`config.mk`:
```
export PLATFORM = sky130hd
export DESIGN_NAME = spt_spdif_tx
export DESIGN_NICKNAME = d
export VERILOG_FILES = /design/src/logic/spt_pkg.sv /design/src/logic/spt_bmc_line.sv /design/src/logic/spt_pin_sync.sv /design/src/logic/spt_spdif_tx.sv
export SDC_FILE = /design/constraint.sdc
export NUM_CORES = 1
export LEC_CHECK = 0
export ABC_AREA = 1
export BUFFER_PORTS_ARGS = -buffer_cell sky130_fd_sc_hd__buf_2
export CAP_MARGIN = 30
export CORE_UTILIZATION = 45
export DETAILED_ROUTE_END_ITERATION = 10
export PLACE_DENSITY = 0.69
export SYNTH_ARGS = -nofsm -noshare
export SYNTH_HDL_FRONTEND = slang
export SYNTH_SLANG_ARGS = --single-unit
```
`constraint.sdc`:
```
create_clock -name clk -period 3.3 [get_ports clk]
set_clock_uncertainty 0.05 [all_clocks]
set_input_delay 0.165 -clock clk [delete_from_list [all_inputs] [get_ports clk]]
set_output_delay 0.165 -clock clk [all_outputs]
set_load 0.02 [all_outputs]
```
`src/logic/spt_pkg.sv`:
```
// Purpose: shared constants, register layout and types of the pass-through transmitter
// Assumes: 32-bit apb data, one aligned word per register
// Notes:   line states are counted as half-bit cells, 128 per frame
package spt_pkg;

	localparam logic [7:0]  OFS_CTRL        = 8'h00;
	localparam logic [7:0]  OFS_FMT         = 8'h04;
	localparam logic [7:0]  OFS_CSTAT       = 8'h08;
	localparam logic [7:0]  OFS_STATUS      = 8'h0c;

	localparam logic [10:0] CTRL_RST        = 11'h009;
	localparam logic [13:0] FMT_RST         = 14'h0004;
	localparam logic [31:0] CSTAT_RST       = 32'h0000_0000;

	localparam logic [6:0]  HALF_LAST       = 7'h7f;
	localparam logic [7:0]  FRAME_LAST      = 8'hbf;
	localparam logic [4:0]  SLOT_AUDIO      = 5'h04;
	localparam logic [4:0]  SLOT_VALID      = 5'h1c;
	localparam int          CS_REG_BITS     = 32;

	// transition masks of the preambles, msb is the first half cell
	localparam logic [7:0]  PRE_B           = 8'h9c;
	localparam logic [7:0]  PRE_M           = 8'h93;
	localparam logic [7:0]  PRE_W           = 8'h96;

	localparam logic [1:0]  WID_16          = 2'h0;
	localparam logic [1:0]  WID_20          = 2'h1;
	localparam logic [1:0]  WID_24          = 2'h2;
	localparam logic [1:0]  WID_32          = 2'h3;

	typedef struct packed {
		logic mono;
		logic clk_src_pll;
		logic sync_pol;
		logic sync_sel;
		logic second_port_double_rate;
		logic first_port_double_rate;
		logic src_alt;
		logic global_power_down;
		logic keepalive_enable_bit;
		logic data_path_enable;
		logic transmitter_power_down;
	} spt_ctrl_t;

	typedef struct packed {
		logic [2:0] clk_div;
		logic [2:0] rate;
		logic [1:0] output_sample_width;
		logic [1:0] rx_slot_resolution;
		logic [1:0] right_slot_select;
		logic [1:0] left_slot_select;
	} spt_fmt_t;

	typedef struct packed {
		logic [31:0] left;
		logic [31:0] right;
	} spt_pair_t;

	// divider codes 0..3 divide by 1..4, every other code by 8
	function automatic logic [3:0] spt_div_factor(input logic [2:0] code);
		case (code)
			3'h0: spt_div_factor = 4'h1;
			3'h1: spt_div_factor = 4'h2;
			3'h2: spt_div_factor = 4'h3;
			3'h3: spt_div_factor = 4'h4;
			default: spt_div_factor = 4'h8;
		endcase
	endfunction

	// rate index 0..6 = 32, 44.1, 48, 88.2, 96, 176.4, 192 khz
	function automatic logic [3:0] spt_rate_code(input logic [2:0] rate);
		case (rate)
			3'h0: spt_rate_code = 4'h3;
			3'h1: spt_rate_code = 4'h0;
			3'h2: spt_rate_code = 4'h2;
			3'h3: spt_rate_code = 4'h8;
			3'h4: spt_rate_code = 4'ha;
			3'h5: spt_rate_code = 4'hc;
			3'h6: spt_rate_code = 4'he;
			default: spt_rate_code = 4'h1;
		endcase
	endfunction

	// samples are msb justified, so a width keeps the top bits
	function automatic logic [31:0] spt_width_mask(input logic [1:0] code);
		case (code)
			WID_16: spt_width_mask = 32'hffff_0000;
			WID_20: spt_width_mask = 32'hffff_f000;
			WID_24: spt_width_mask = 32'hffff_ff00;
			default: spt_width_mask = 32'hffff_ffff;
		endcase
	endfunction

endpackage

```
`src/logic/spt_bmc_line.sv`:
```
// Purpose: line driver that turns per-cell toggle requests into the output level
// Assumes: cell_en pulses once per half-bit cell
// Notes:   forced low while powered down
`timescale 1ns/1ps
`default_nettype none
module spt_bmc_line (
	input  wire logic clk,
	input  wire logic rst_n,
	input  wire logic cell_en,
	input  wire logic toggle,
	input  wire logic force_low,
	output logic      line
);
	logic line_q;

	always_ff @(posedge clk) begin
		if (!rst_n) begin
			line_q <= 1'b0;
		end else if (force_low) begin
			line_q <= 1'b0; // [RULE21]
		end else if (cell_en && toggle) begin
			line_q <= ~line_q; // [RULE20]
		end
	end

	assign line = line_q;
endmodule
`default_nettype wire

```
`src/logic/spt_pin_sync.sv`:
```
// Purpose: three-stage pin synchroniser with agreement filter
// Assumes: inputs are asynchronous to clk
// Notes:   output follows only when stages two and three agree
`timescale 1ns/1ps
`default_nettype none
module spt_pin_sync #(
	parameter int W = 4
) (
	input  wire logic         clk,
	input  wire logic         rst_n,
	input  wire logic [W-1:0] pins,
	output logic      [W-1:0] synced
);
	logic [W-1:0] ff1_q;
	logic [W-1:0] ff2_q;
	logic [W-1:0] ff3_q;
	logic [W-1:0] out_q;

	always_ff @(posedge clk) begin
		if (!rst_n) begin
			ff1_q <= '0;
			ff2_q <= '0;
			ff3_q <= '0;
		end else begin
			ff1_q <= pins;
			ff2_q <= ff1_q;
			ff3_q <= ff2_q;
		end
	end

	genvar i;
	generate
		for (i = 0; i < W; i++) begin : g_bit
			always_ff @(posedge clk) begin
				if (!rst_n) begin
					out_q[i] <= 1'b0;
				end else if (ff2_q[i] == ff3_q[i]) begin
					out_q[i] <= ff3_q[i];
				end
			end
		end
	endgenerate

	assign synced = out_q;
endmodule
`default_nettype wire

```
`src/logic/spt_spdif_tx.sv`:
```
// Purpose: pass-through biphase-mark audio transmitter with apb registers
// Assumes: tdm slot words are held stable in the clk domain; alt bus words stable around their toggle
// Notes:   one sample pair is taken per frame-sync edge
// Function
// RULE1 - controller configures, powers paths, then ports
// RULE2 - shutdown paths before serial ports
// RULE3 - only native-rate streams, no null samples
// RULE4 - two samples, widths 16/20/24/32
// RULE5 - seven frame rates set in status
// RULE6 - samples forwarded unaltered, no rate conversion
// RULE7 - slot selectors map TDM slots 0-3
// RULE8 - second port double rate takes over
// RULE9 - alternate bus samples retimed into domain
// RULE10 - frame sync source and polarity selectable
// RULE11 - settings written before powering ports
// RULE12 - bit clock 128xFs from pin or PLL
// RULE13 - pin clock when converters also run
// RULE14 - divider equals clock over 128xFs
// RULE15 - divider factors only 1,2,3,4,8
// RULE16 - preambles B every 192 frames, M, W
// RULE17 - non-duplicate second subframe sets validity
// RULE18 - each subframe has 32 slots
// RULE19 - slots 4-31 biphase-mark coded
// RULE20 - symbol first state inverts, second codes bit
// RULE21 - power-down drives low, enable adds data
// RULE22 - keep-alive bit ignored, status keeps flowing
// RULE23 - slots 0-3 carry violating preamble
// RULE24 - channel status bit sequential per frame
`timescale 1ns/1ps
`default_nettype none
module spt_spdif_tx (
	input  wire logic              clk,
	input  wire logic              rst_n,
	input  wire logic              psel,
	input  wire logic              penable,
	input  wire logic              pwrite,
	input  wire logic [7:0]        paddr,
	input  wire logic [31:0]       pwdata,
	output logic      [31:0]       prdata,
	output logic                   pready,
	output logic                   pslverr,
	input  wire logic [127:0]      rx0_slots,
	input  wire spt_pkg::spt_pair_t rx1_pair,
	input  wire spt_pkg::spt_pair_t alt_pair,
	input  wire logic              alt_toggle,
	input  wire logic [1:0]        frame_sync_pins,
	input  wire logic              serial_clock_input_pin,
	input  wire logic              pll_bit_tick,
	output logic                   tx_line
);
	import spt_pkg::*;

	spt_ctrl_t   ctrl_q;
	spt_fmt_t    fmt_q;
	logic [31:0] cstat_q;
	logic [31:0] prdata_q;
	logic        pready_q;
	logic        pslverr_q;

	logic [3:0]  sy;
	logic        sclk_prev_q;
	logic        fs_prev_q;
	logic        tog_prev_q;
	logic [3:0]  div_cnt_q;
	logic        running_q;
	logic [6:0]  half_q;
	logic [7:0]  frame_q;
	spt_pair_t   alt_q;
	spt_pair_t   hold_q;
	spt_pair_t   cur_q;
	spt_pair_t   sel_pair;

	logic        pd;
	logic        src_edge;
	logic        cell_en;
	logic        fs_level;
	logic        fs_edge;
	logic        alt_new;
	logic        sub;
	logic [4:0]  slot;
	logic [31:0] word;
	logic [31:0] cs_word;
	logic        cs_bit;
	logic [7:0]  pre_mask;
	logic        toggle;
	logic        apb_access;
	logic        mapped;

	// ---------------- apb slave ----------------
	assign apb_access = psel && penable && pready_q;
	assign mapped     = (paddr == OFS_CTRL) || (paddr == OFS_FMT) ||
	                    (paddr == OFS_CSTAT) || (paddr == OFS_STATUS);

	// one wait state: ready rises in the first access cycle, so the master sees it on the next edge
	always_ff @(posedge clk) begin
		if (!rst_n) begin
			pready_q  <= 1'b0;
			pslverr_q <= 1'b0;
			prdata_q  <= 32'h0000_0000;
		end else if (psel && penable && !pready_q) begin
			pready_q  <= 1'b1;
			pslverr_q <= !mapped;
			case (paddr)
				OFS_CTRL:   prdata_q <= {21'h00_0000, ctrl_q};
				OFS_FMT:    prdata_q <= {18'h0_0000, fmt_q};
				OFS_CSTAT:  prdata_q <= cstat_q;
				OFS_STATUS: prdata_q <= {15'h0000, running_q, 1'b0, half_q, frame_q};
				default:    prdata_q <= 32'h0000_0000;
			endcase
		end else begin
			pready_q  <= 1'b0;
			pslverr_q <= 1'b0;
		end
	end

	// keepalive_enable_bit is stored for readback only; nothing below reads it [RULE22]
	always_ff @(posedge clk) begin
		if (!rst_n) begin
			ctrl_q  <= spt_ctrl_t'(CTRL_RST);
			fmt_q   <= spt_fmt_t'(FMT_RST);
			cstat_q <= CSTAT_RST;
		end else if (apb_access && pwrite) begin
			case (paddr)
				OFS_CTRL:  ctrl_q  <= spt_ctrl_t'(pwdata[10:0]);
				OFS_FMT:   fmt_q   <= spt_fmt_t'(pwdata[13:0]);
				OFS_CSTAT: cstat_q <= pwdata;
				default:   ;
			endcase
		end
	end

	// ---------------- pin crossing ----------------
	spt_pin_sync #(
		.W (4)
	) u_sync (
		.clk    (clk),
		.rst_n  (rst_n),
		.pins   ({alt_toggle, serial_clock_input_pin, frame_sync_pins}),
		.synced (sy)
	);

	assign pd       = ctrl_q.transmitter_power_down || ctrl_q.global_power_down;
	assign fs_level = sy[ctrl_q.sync_sel] ^ ctrl_q.sync_pol; // [RULE10]
	assign fs_edge  = fs_level && !fs_prev_q;
	assign alt_new  = sy[3] ^ tog_prev_q;
	// the pin clock is used at clk/4 at most, so edge detection on the filtered copy is safe
	assign src_edge = ctrl_q.clk_src_pll ? pll_bit_tick : (sy[2] && !sclk_prev_q); // [RULE12]

	always_ff @(posedge clk) begin
		if (!rst_n) begin
			sclk_prev_q <= 1'b0;
			fs_prev_q   <= 1'b0;
			tog_prev_q  <= 1'b0;
		end else begin
			sclk_prev_q <= sy[2];
			fs_prev_q   <= fs_level;
			tog_prev_q  <= sy[3];
		end
	end

	// the sender keeps the words still while its toggle settles, so a plain capture is safe
	always_ff @(posedge clk) begin
		if (!rst_n) begin
			alt_q <= '0;
		end else if (alt_new) begin
			alt_q <= alt_pair; // [RULE9]
		end
	end

	// ---------------- clock divider ----------------
	assign cell_en = src_edge && (div_cnt_q == spt_div_factor(fmt_q.clk_div) - 4'h1); // [RULE14] [RULE15]

	always_ff @(posedge clk) begin
		if (!rst_n || pd) begin
			div_cnt_q <= 4'h0;
		end else if (cell_en) begin
			div_cnt_q <= 4'h0;
		end else if (src_edge) begin
			div_cnt_q <= div_cnt_q + 4'h1;
		end
	end

	// ---------------- source selection ----------------
	always_comb begin
		sel_pair = '0;
		if (ctrl_q.src_alt) begin
			sel_pair = alt_q;
		end else if (ctrl_q.second_port_double_rate) begin
			sel_pair = rx1_pair; // [RULE8]
		end else begin
			sel_pair.left  = rx0_slots[32*fmt_q.left_slot_select +: 32]; // [RULE7]
			sel_pair.right = rx0_slots[32*fmt_q.right_slot_select +: 32];
		end
	end

	// one pair per frame-sync edge; null samples of a bursty stream would be sent as audio [RULE3]
	always_ff @(posedge clk) begin
		if (!rst_n) begin
			hold_q <= '0;
		end else if (fs_edge) begin
			hold_q <= sel_pair;
		end
	end

	// ---------------- frame engine ----------------
	always_ff @(posedge clk) begin
		if (!rst_n || pd) begin
			running_q <= 1'b0;
		end else if (fs_edge) begin
			running_q <= 1'b1;
		end
	end

	always_ff @(posedge clk) begin
		if (!rst_n || pd || !running_q) begin
			half_q  <= 7'h00;
			frame_q <= 8'h00;
		end else if (cell_en) begin
			half_q <= half_q + 7'h01; // [RULE18]
			if (half_q == HALF_LAST) begin
				frame_q <= (frame_q == FRAME_LAST) ? 8'h00 : frame_q + 8'h01;
			end
		end
	end

	always_ff @(posedge clk) begin
		if (!rst_n) begin
			cur_q <= '0;
		end else if (!running_q || (cell_en && half_q == HALF_LAST)) begin
			cur_q <= hold_q; // [RULE6]
		end
	end

	assign sub  = half_q[6];
	assign slot = half_q[5:1];

	// rate code sits in status bits 24..27
	assign cs_word = {cstat_q[31:28], spt_rate_code(fmt_q.rate), cstat_q[23:0]}; // [RULE5]
	assign cs_bit  = (frame_q < 8'(CS_REG_BITS)) ? cs_word[frame_q[4:0]] : 1'b0; // [RULE24]

	always_comb begin
		logic [31:0] smp;
		logic        nodata;
		smp    = sub ? cur_q.right : cur_q.left;
		nodata = !ctrl_q.data_path_enable || (sub && ctrl_q.mono);
		word   = 32'h0000_0000;
		if (ctrl_q.mono && sub) begin
			smp = 32'h0000_0000;
		end
		smp = smp & spt_width_mask(fmt_q.output_sample_width) &
		      spt_width_mask(fmt_q.rx_slot_resolution); // [RULE4]
		if (!ctrl_q.data_path_enable) begin
			smp = 32'h0000_0000; // [RULE21]
		end
		word[27:4] = smp[31:8];
		word[28]   = nodata; // [RULE17]
		word[30]   = cs_bit; // [RULE22]
		word[31]   = ^word[30:4];
	end

	always_comb begin
		if (sub) begin
			pre_mask = PRE_W;
		end else if (frame_q == 8'h00) begin
			pre_mask = PRE_B; // [RULE16]
		end else begin
			pre_mask = PRE_M;
		end
	end

	// preamble cells follow a fixed mask that breaks the coding [RULE23]
	assign toggle = (slot < SLOT_AUDIO) ? pre_mask[3'h7 - half_q[2:0]] :
	                (!half_q[0] ? 1'b1 : word[slot]); // [RULE19] [RULE20]

	spt_bmc_line u_line (
		.clk       (clk),
		.rst_n     (rst_n),
		.cell_en   (cell_en && running_q),
		.toggle    (toggle),
		.force_low (pd),
		.line      (tx_line)
	);

	assign prdata  = prdata_q;
	assign pready  = pready_q;
	assign pslverr = pslverr_q;

	// ---------------- checks ----------------
	chk_pd_line_low: assert property (@(posedge clk) disable iff (!rst_n) // [RULE21]
		pd |=> !tx_line)
		else $error("line not low in power down");

	chk_half_wrap: assert property (@(posedge clk) disable iff (!rst_n || pd) // [RULE18]
		(running_q && cell_en && half_q == HALF_LAST) |=> (half_q == 7'h00))
		else $error("subframe counter did not wrap");

	chk_block_wrap: assert property (@(posedge clk) disable iff (!rst_n || pd) // [RULE16]
		(running_q && cell_en && half_q == HALF_LAST && frame_q == FRAME_LAST) |=> (frame_q == 8'h00))
		else $error("block did not restart after 192 frames");

	chk_div_one: assert property (@(posedge clk) disable iff (!rst_n || pd) // [RULE15]
		(fmt_q.clk_div == 3'h0 && src_edge) |-> cell_en)
		else $error("divide by one missed a cell");

	chk_line_toggle: assert property (@(posedge clk) disable iff (!rst_n || pd) // [RULE20]
		(running_q && cell_en && toggle) |=> (tx_line != $past(tx_line)))
		else $error("line did not change on requested toggle");

	chk_first_cell: assert property (@(posedge clk) disable iff (!rst_n || pd) // [RULE19]
		(running_q && cell_en && slot >= SLOT_AUDIO && !half_q[0]) |=> (tx_line != $past(tx_line)))
		else $error("data symbol lacks opening transition");

	chk_mono_valid: assert property (@(posedge clk) disable iff (!rst_n) // [RULE17]
		(ctrl_q.mono && sub) |-> word[SLOT_VALID])
		else $error("validity not set on empty second subframe");

	chk_even_parity: assert property (@(posedge clk) disable iff (!rst_n) // [RULE19]
		(^word[31:4]) == 1'b0)
		else $error("subframe parity odd");

	chk_second_port: assert property (@(posedge clk) disable iff (!rst_n) // [RULE8]
		(!ctrl_q.src_alt && ctrl_q.second_port_double_rate) |-> (sel_pair == rx1_pair))
		else $error("second port not selected");

	chk_apb_ready: assert property (@(posedge clk) disable iff (!rst_n)
		(psel && penable && !pready_q) |=> (pready_q ##1 !pready_q))
		else $error("apb answer not one cycle");
endmodule
`default_nettype wire
```
==> flow_metrics.py <==
metrics = {
    "yosys": {
        "synth_edf_count": 0,
        "syn_area_um2": 14100,
        "synthFlopType": "dfxtp_1",
        "ys_types": 43,
        "synth_top_cell_by_area": "dfxtp_1",
        "synth_commonest_cells": "nand2_1 (375), o21ai_0 (342), dfxtp_1 (275)",
        "ys_seq_area_frac": 0.391,
        "yosys_register_bits": 275,
        "yosysMostFrequentCell": "nand2_1",
        "synth_cells": 2118,
        "ys_warn_count": 0,
        "synth_top_area_share": 0.391,
        "avgSynthCellArea_um2": 6.64,
        "synth.area.top_cells": "dfxtp_1 (39%), o21ai_0 (12%), nand2_1 (10%)",
        "syn_nets": 2428,
        "synthArstFlopShare": 0,
    },
    "worst_setup_path": {
        "cp-start-kind": "register",
        "crit_slowest_cell": "a221oi_1",
        "cp.arrival_ns": 3.20,
        "critPathMaxFanout": 59,
        "endpoint_kind": "register",
        "crit_type": "register to register",
        "crit_chain": "inv_1, o21ai_1, o21ai_1, a221oi_1, nand2_1, nor3_2, inv_2, nand2_1, inv_2, buf_12, o21ai_0, a21oi_1",
        "critPathRequiredTime_ns": 3.69,
        "max_stage_delay_ns": 0.40,
    },
    "die": {
        "initial_core_util": 0.459,
        "rows": 64,
        "die_w_um": 179,
        "num_io_pins": 341,
        "die-area_um2": 32000,
        "dieHeight_um": 179,
        "core_um2": 30700,
    },
    "drt": {
        "vias": 15700,
        "ant_nets": 0,
        "drt_wl_total_um": 48400,
        "drc": 0,
        "dr.first_iter.drc_count": 1444,
        "drt-pass1-iter-count": 6,
        "avgViaCountPerCell": 5.53,
        "wl_per_cell_um": 17.0,
    },
    "place": {
        "dp_hpwl_um": 33600,
        "port_buffers": 276,
        "placed_cell_area_um2": 15700,
        "dp_slack_ns": 0.533,
        "dp.cells": 2684,
        "gp_congestion": 0.949,
    },
    "clock_network": {
        "cts_tree": "yes",
        "clock_path_buffers": 3,
        "cts_resized": 0,
        "clk_pin_slew_ns": 0.06,
        "cts_buffers": 29,
        "insertion_delay_ns": 0.57,
        "htreeDepth": 1,
        "cts-root-buf": "clkbuf_16",
        "clkSinkCount": 275,
    },
    "timing": {
        "setup_ws_ns": 0.497,
        "relSlewSlack": 0.359,
        "setup_tns_ns": 0,
        "finalCritPeriodShare": 0.849,
        "min_period_ns": 2.80,
        "finalSetupViolations": 0,
        "rsz0062_at_grt": "no",
        "slew_violations": 0,
        "fmax_mhz": 357,
        "worst_slew_pin_slew_ns": 0.961,
        "hold_viol": 0,
    },
    "flow_run": {
        "drv_cap": 0,
    },
    "finish": {
        "synthToLayoutAreaGrowth_pct": 25.7,
        "final_cells": 2839,
        "finalNetCount": 2725,
        "finalInstanceArea_um2": 17700,
        "layout-drive-gt1-share": 0.162,
    },
    "power": {
        "p_comb_frac": 0.072,
        "p_sw_mw": 1.66,
        "power.leakage_nw": 7.93,
        "p_int_mw": 5.63,
        "power_frac_seq": 0.460,
        "p_per_area_nw_per_um2": 413,
        "p_sw_frac": 0.228,
        "total_power_mw": 7.29,
        "ir_drop_mv": 0.387,
        "p_clk_frac": 0.468,
    },
    "global_routing": {
        "grt_use_total": 0.295,
        "globalRouteOverflowTotal": 0,
        "grt_max_degree": 234,
        "antenna_found_initial": 5,
        "grt_pass1_wl_um": 74500,
        "grt_pass1_vias": 14500,
    },
    "hold_path": {
        "min_path_type": "input port to register",
    },
    "status": {
        "outcome": "finished clean",
    },
}
[layout by cell type (no fill, tap or decap), types with 9 or more instances in the layout]
cell type and n:
o21ai_1 9, inv_1 248, nand2_1 375, dlygate4sd3_1 96, a221oi_1 12, o22ai_1 26
o211ai_1 49, nand3_1 73, o21ai_2 10, o2111ai_1 12, nor2_1 181, buf_2 275
nor3_1 13, o21ai_0 342, buf_4 34, clkbuf_16 29, a211oi_1 11, a21oi_1 272
dfxtp_1 273
[sequential cells by signal (all words and copies together) (netlist names), 4 cells and up]
register and count:
alt_q 48, frame_q 8, ctrl_q 11, div_cnt_q 4, u_sync.ff1_q 4, hold_q 48
cstat_q 32, u_sync.ff3_q 4, fmt_q 14, prdata 32, u_sync.ff2_q 4, u_sync.synced 4
half_q 7, cur_q 48
[cell type report]
cell class | count | area (µm²)
diodes | 5 | 12.5
clock buffers | 40 | 807
clock inverters | 14 | 191
fillers | 2958 | 13000
inverters | 262 | 983
multi-input cells | 1438 | 7020
flip-flops and latches | 275 | 5510
well taps | 396 | 495
repair buffers | 409 | 2660
[kinds of logic after synthesis]
family,share of synthesized area
buffers and inverters,0.113
AO/OA/AOI/OAI,0.296
flip-flops,0.391
adder cells (fa/ha/maj),0.00356
AND/OR/NAND/NOR,0.193
XOR/XNOR,0.00311
[power groups by stage]
stage | Combinational, mW | Clock (mW) | Sequential (mW)
floorplan | 0.167 | 0 | 3.45
detailed placement | 0.422 | 0 | 3.43
finish | 0.522 | 3.41 | 3.36
CTS | 0.513 | 3.44 | 3.36
global route | 0.568 | 3.57 | 3.36
global placement | 0.418 | 0 | 3.43
[worst max-delay path, delay by kind of cell, from the launching register on]
family,cells,cell delay (ns)
buffers and inverters,4,0.60
AO/OA/AOI/OAI,5,1.01
AND/OR/NAND/NOR,3,0.64
flip-flops,1,0.35
[what timing repair did]
action | in CTS | in global routing
endpoints found under the hold margin | 121 | 0
hold buffers | 96 | 0
buffers inserted | 0 | 0
[stage by stage]
stage	hold slack, ns	util
2_1_floorplan	0.213	-
3_3_place_gp	0.304	0.512
3_5_place_dp	0.308	0.512
4_1_cts	0.00292	0.576
5_1_grt	0.0260	0.576
6_report	0.0191	0.576
[path summary, 6_finish.rpt]
| path | start | to | slack (ns) | depth (start not counted) |
|---|---|---|---|---|
| setup / recovery | u_sync.synced[2]$_SDFFE_PN0N_ | cur_q[21]$_SDFFE_PN0P_ | 0.50 | 12 |
| hold / removal | rx1_pair[31] | hold_q[31]$_SDFFE_PN0P_ | 0.02 | 3 |
| setup reg to reg | u_sync.synced[2]$_SDFFE_PN0N_ | cur_q[21]$_SDFFE_PN0P_ | 0.50 | 12 |
| hold reg to reg | u_sync.ff1_q[3]$_SDFF_PN0_ | u_sync.ff2_q[3]$_SDFF_PN0_ | 0.36 | 2 |
[layer usage]
metal  up-vias  global-route usage  part of all wire
li1       7648                   -                 -
met1      7225               0.400              0.43
met2       691               0.462              0.44
met3       144              0.0392             0.076
met4         0               0.139             0.045
met5         -                   0                 0
Power figures use the tool's default switching activity.
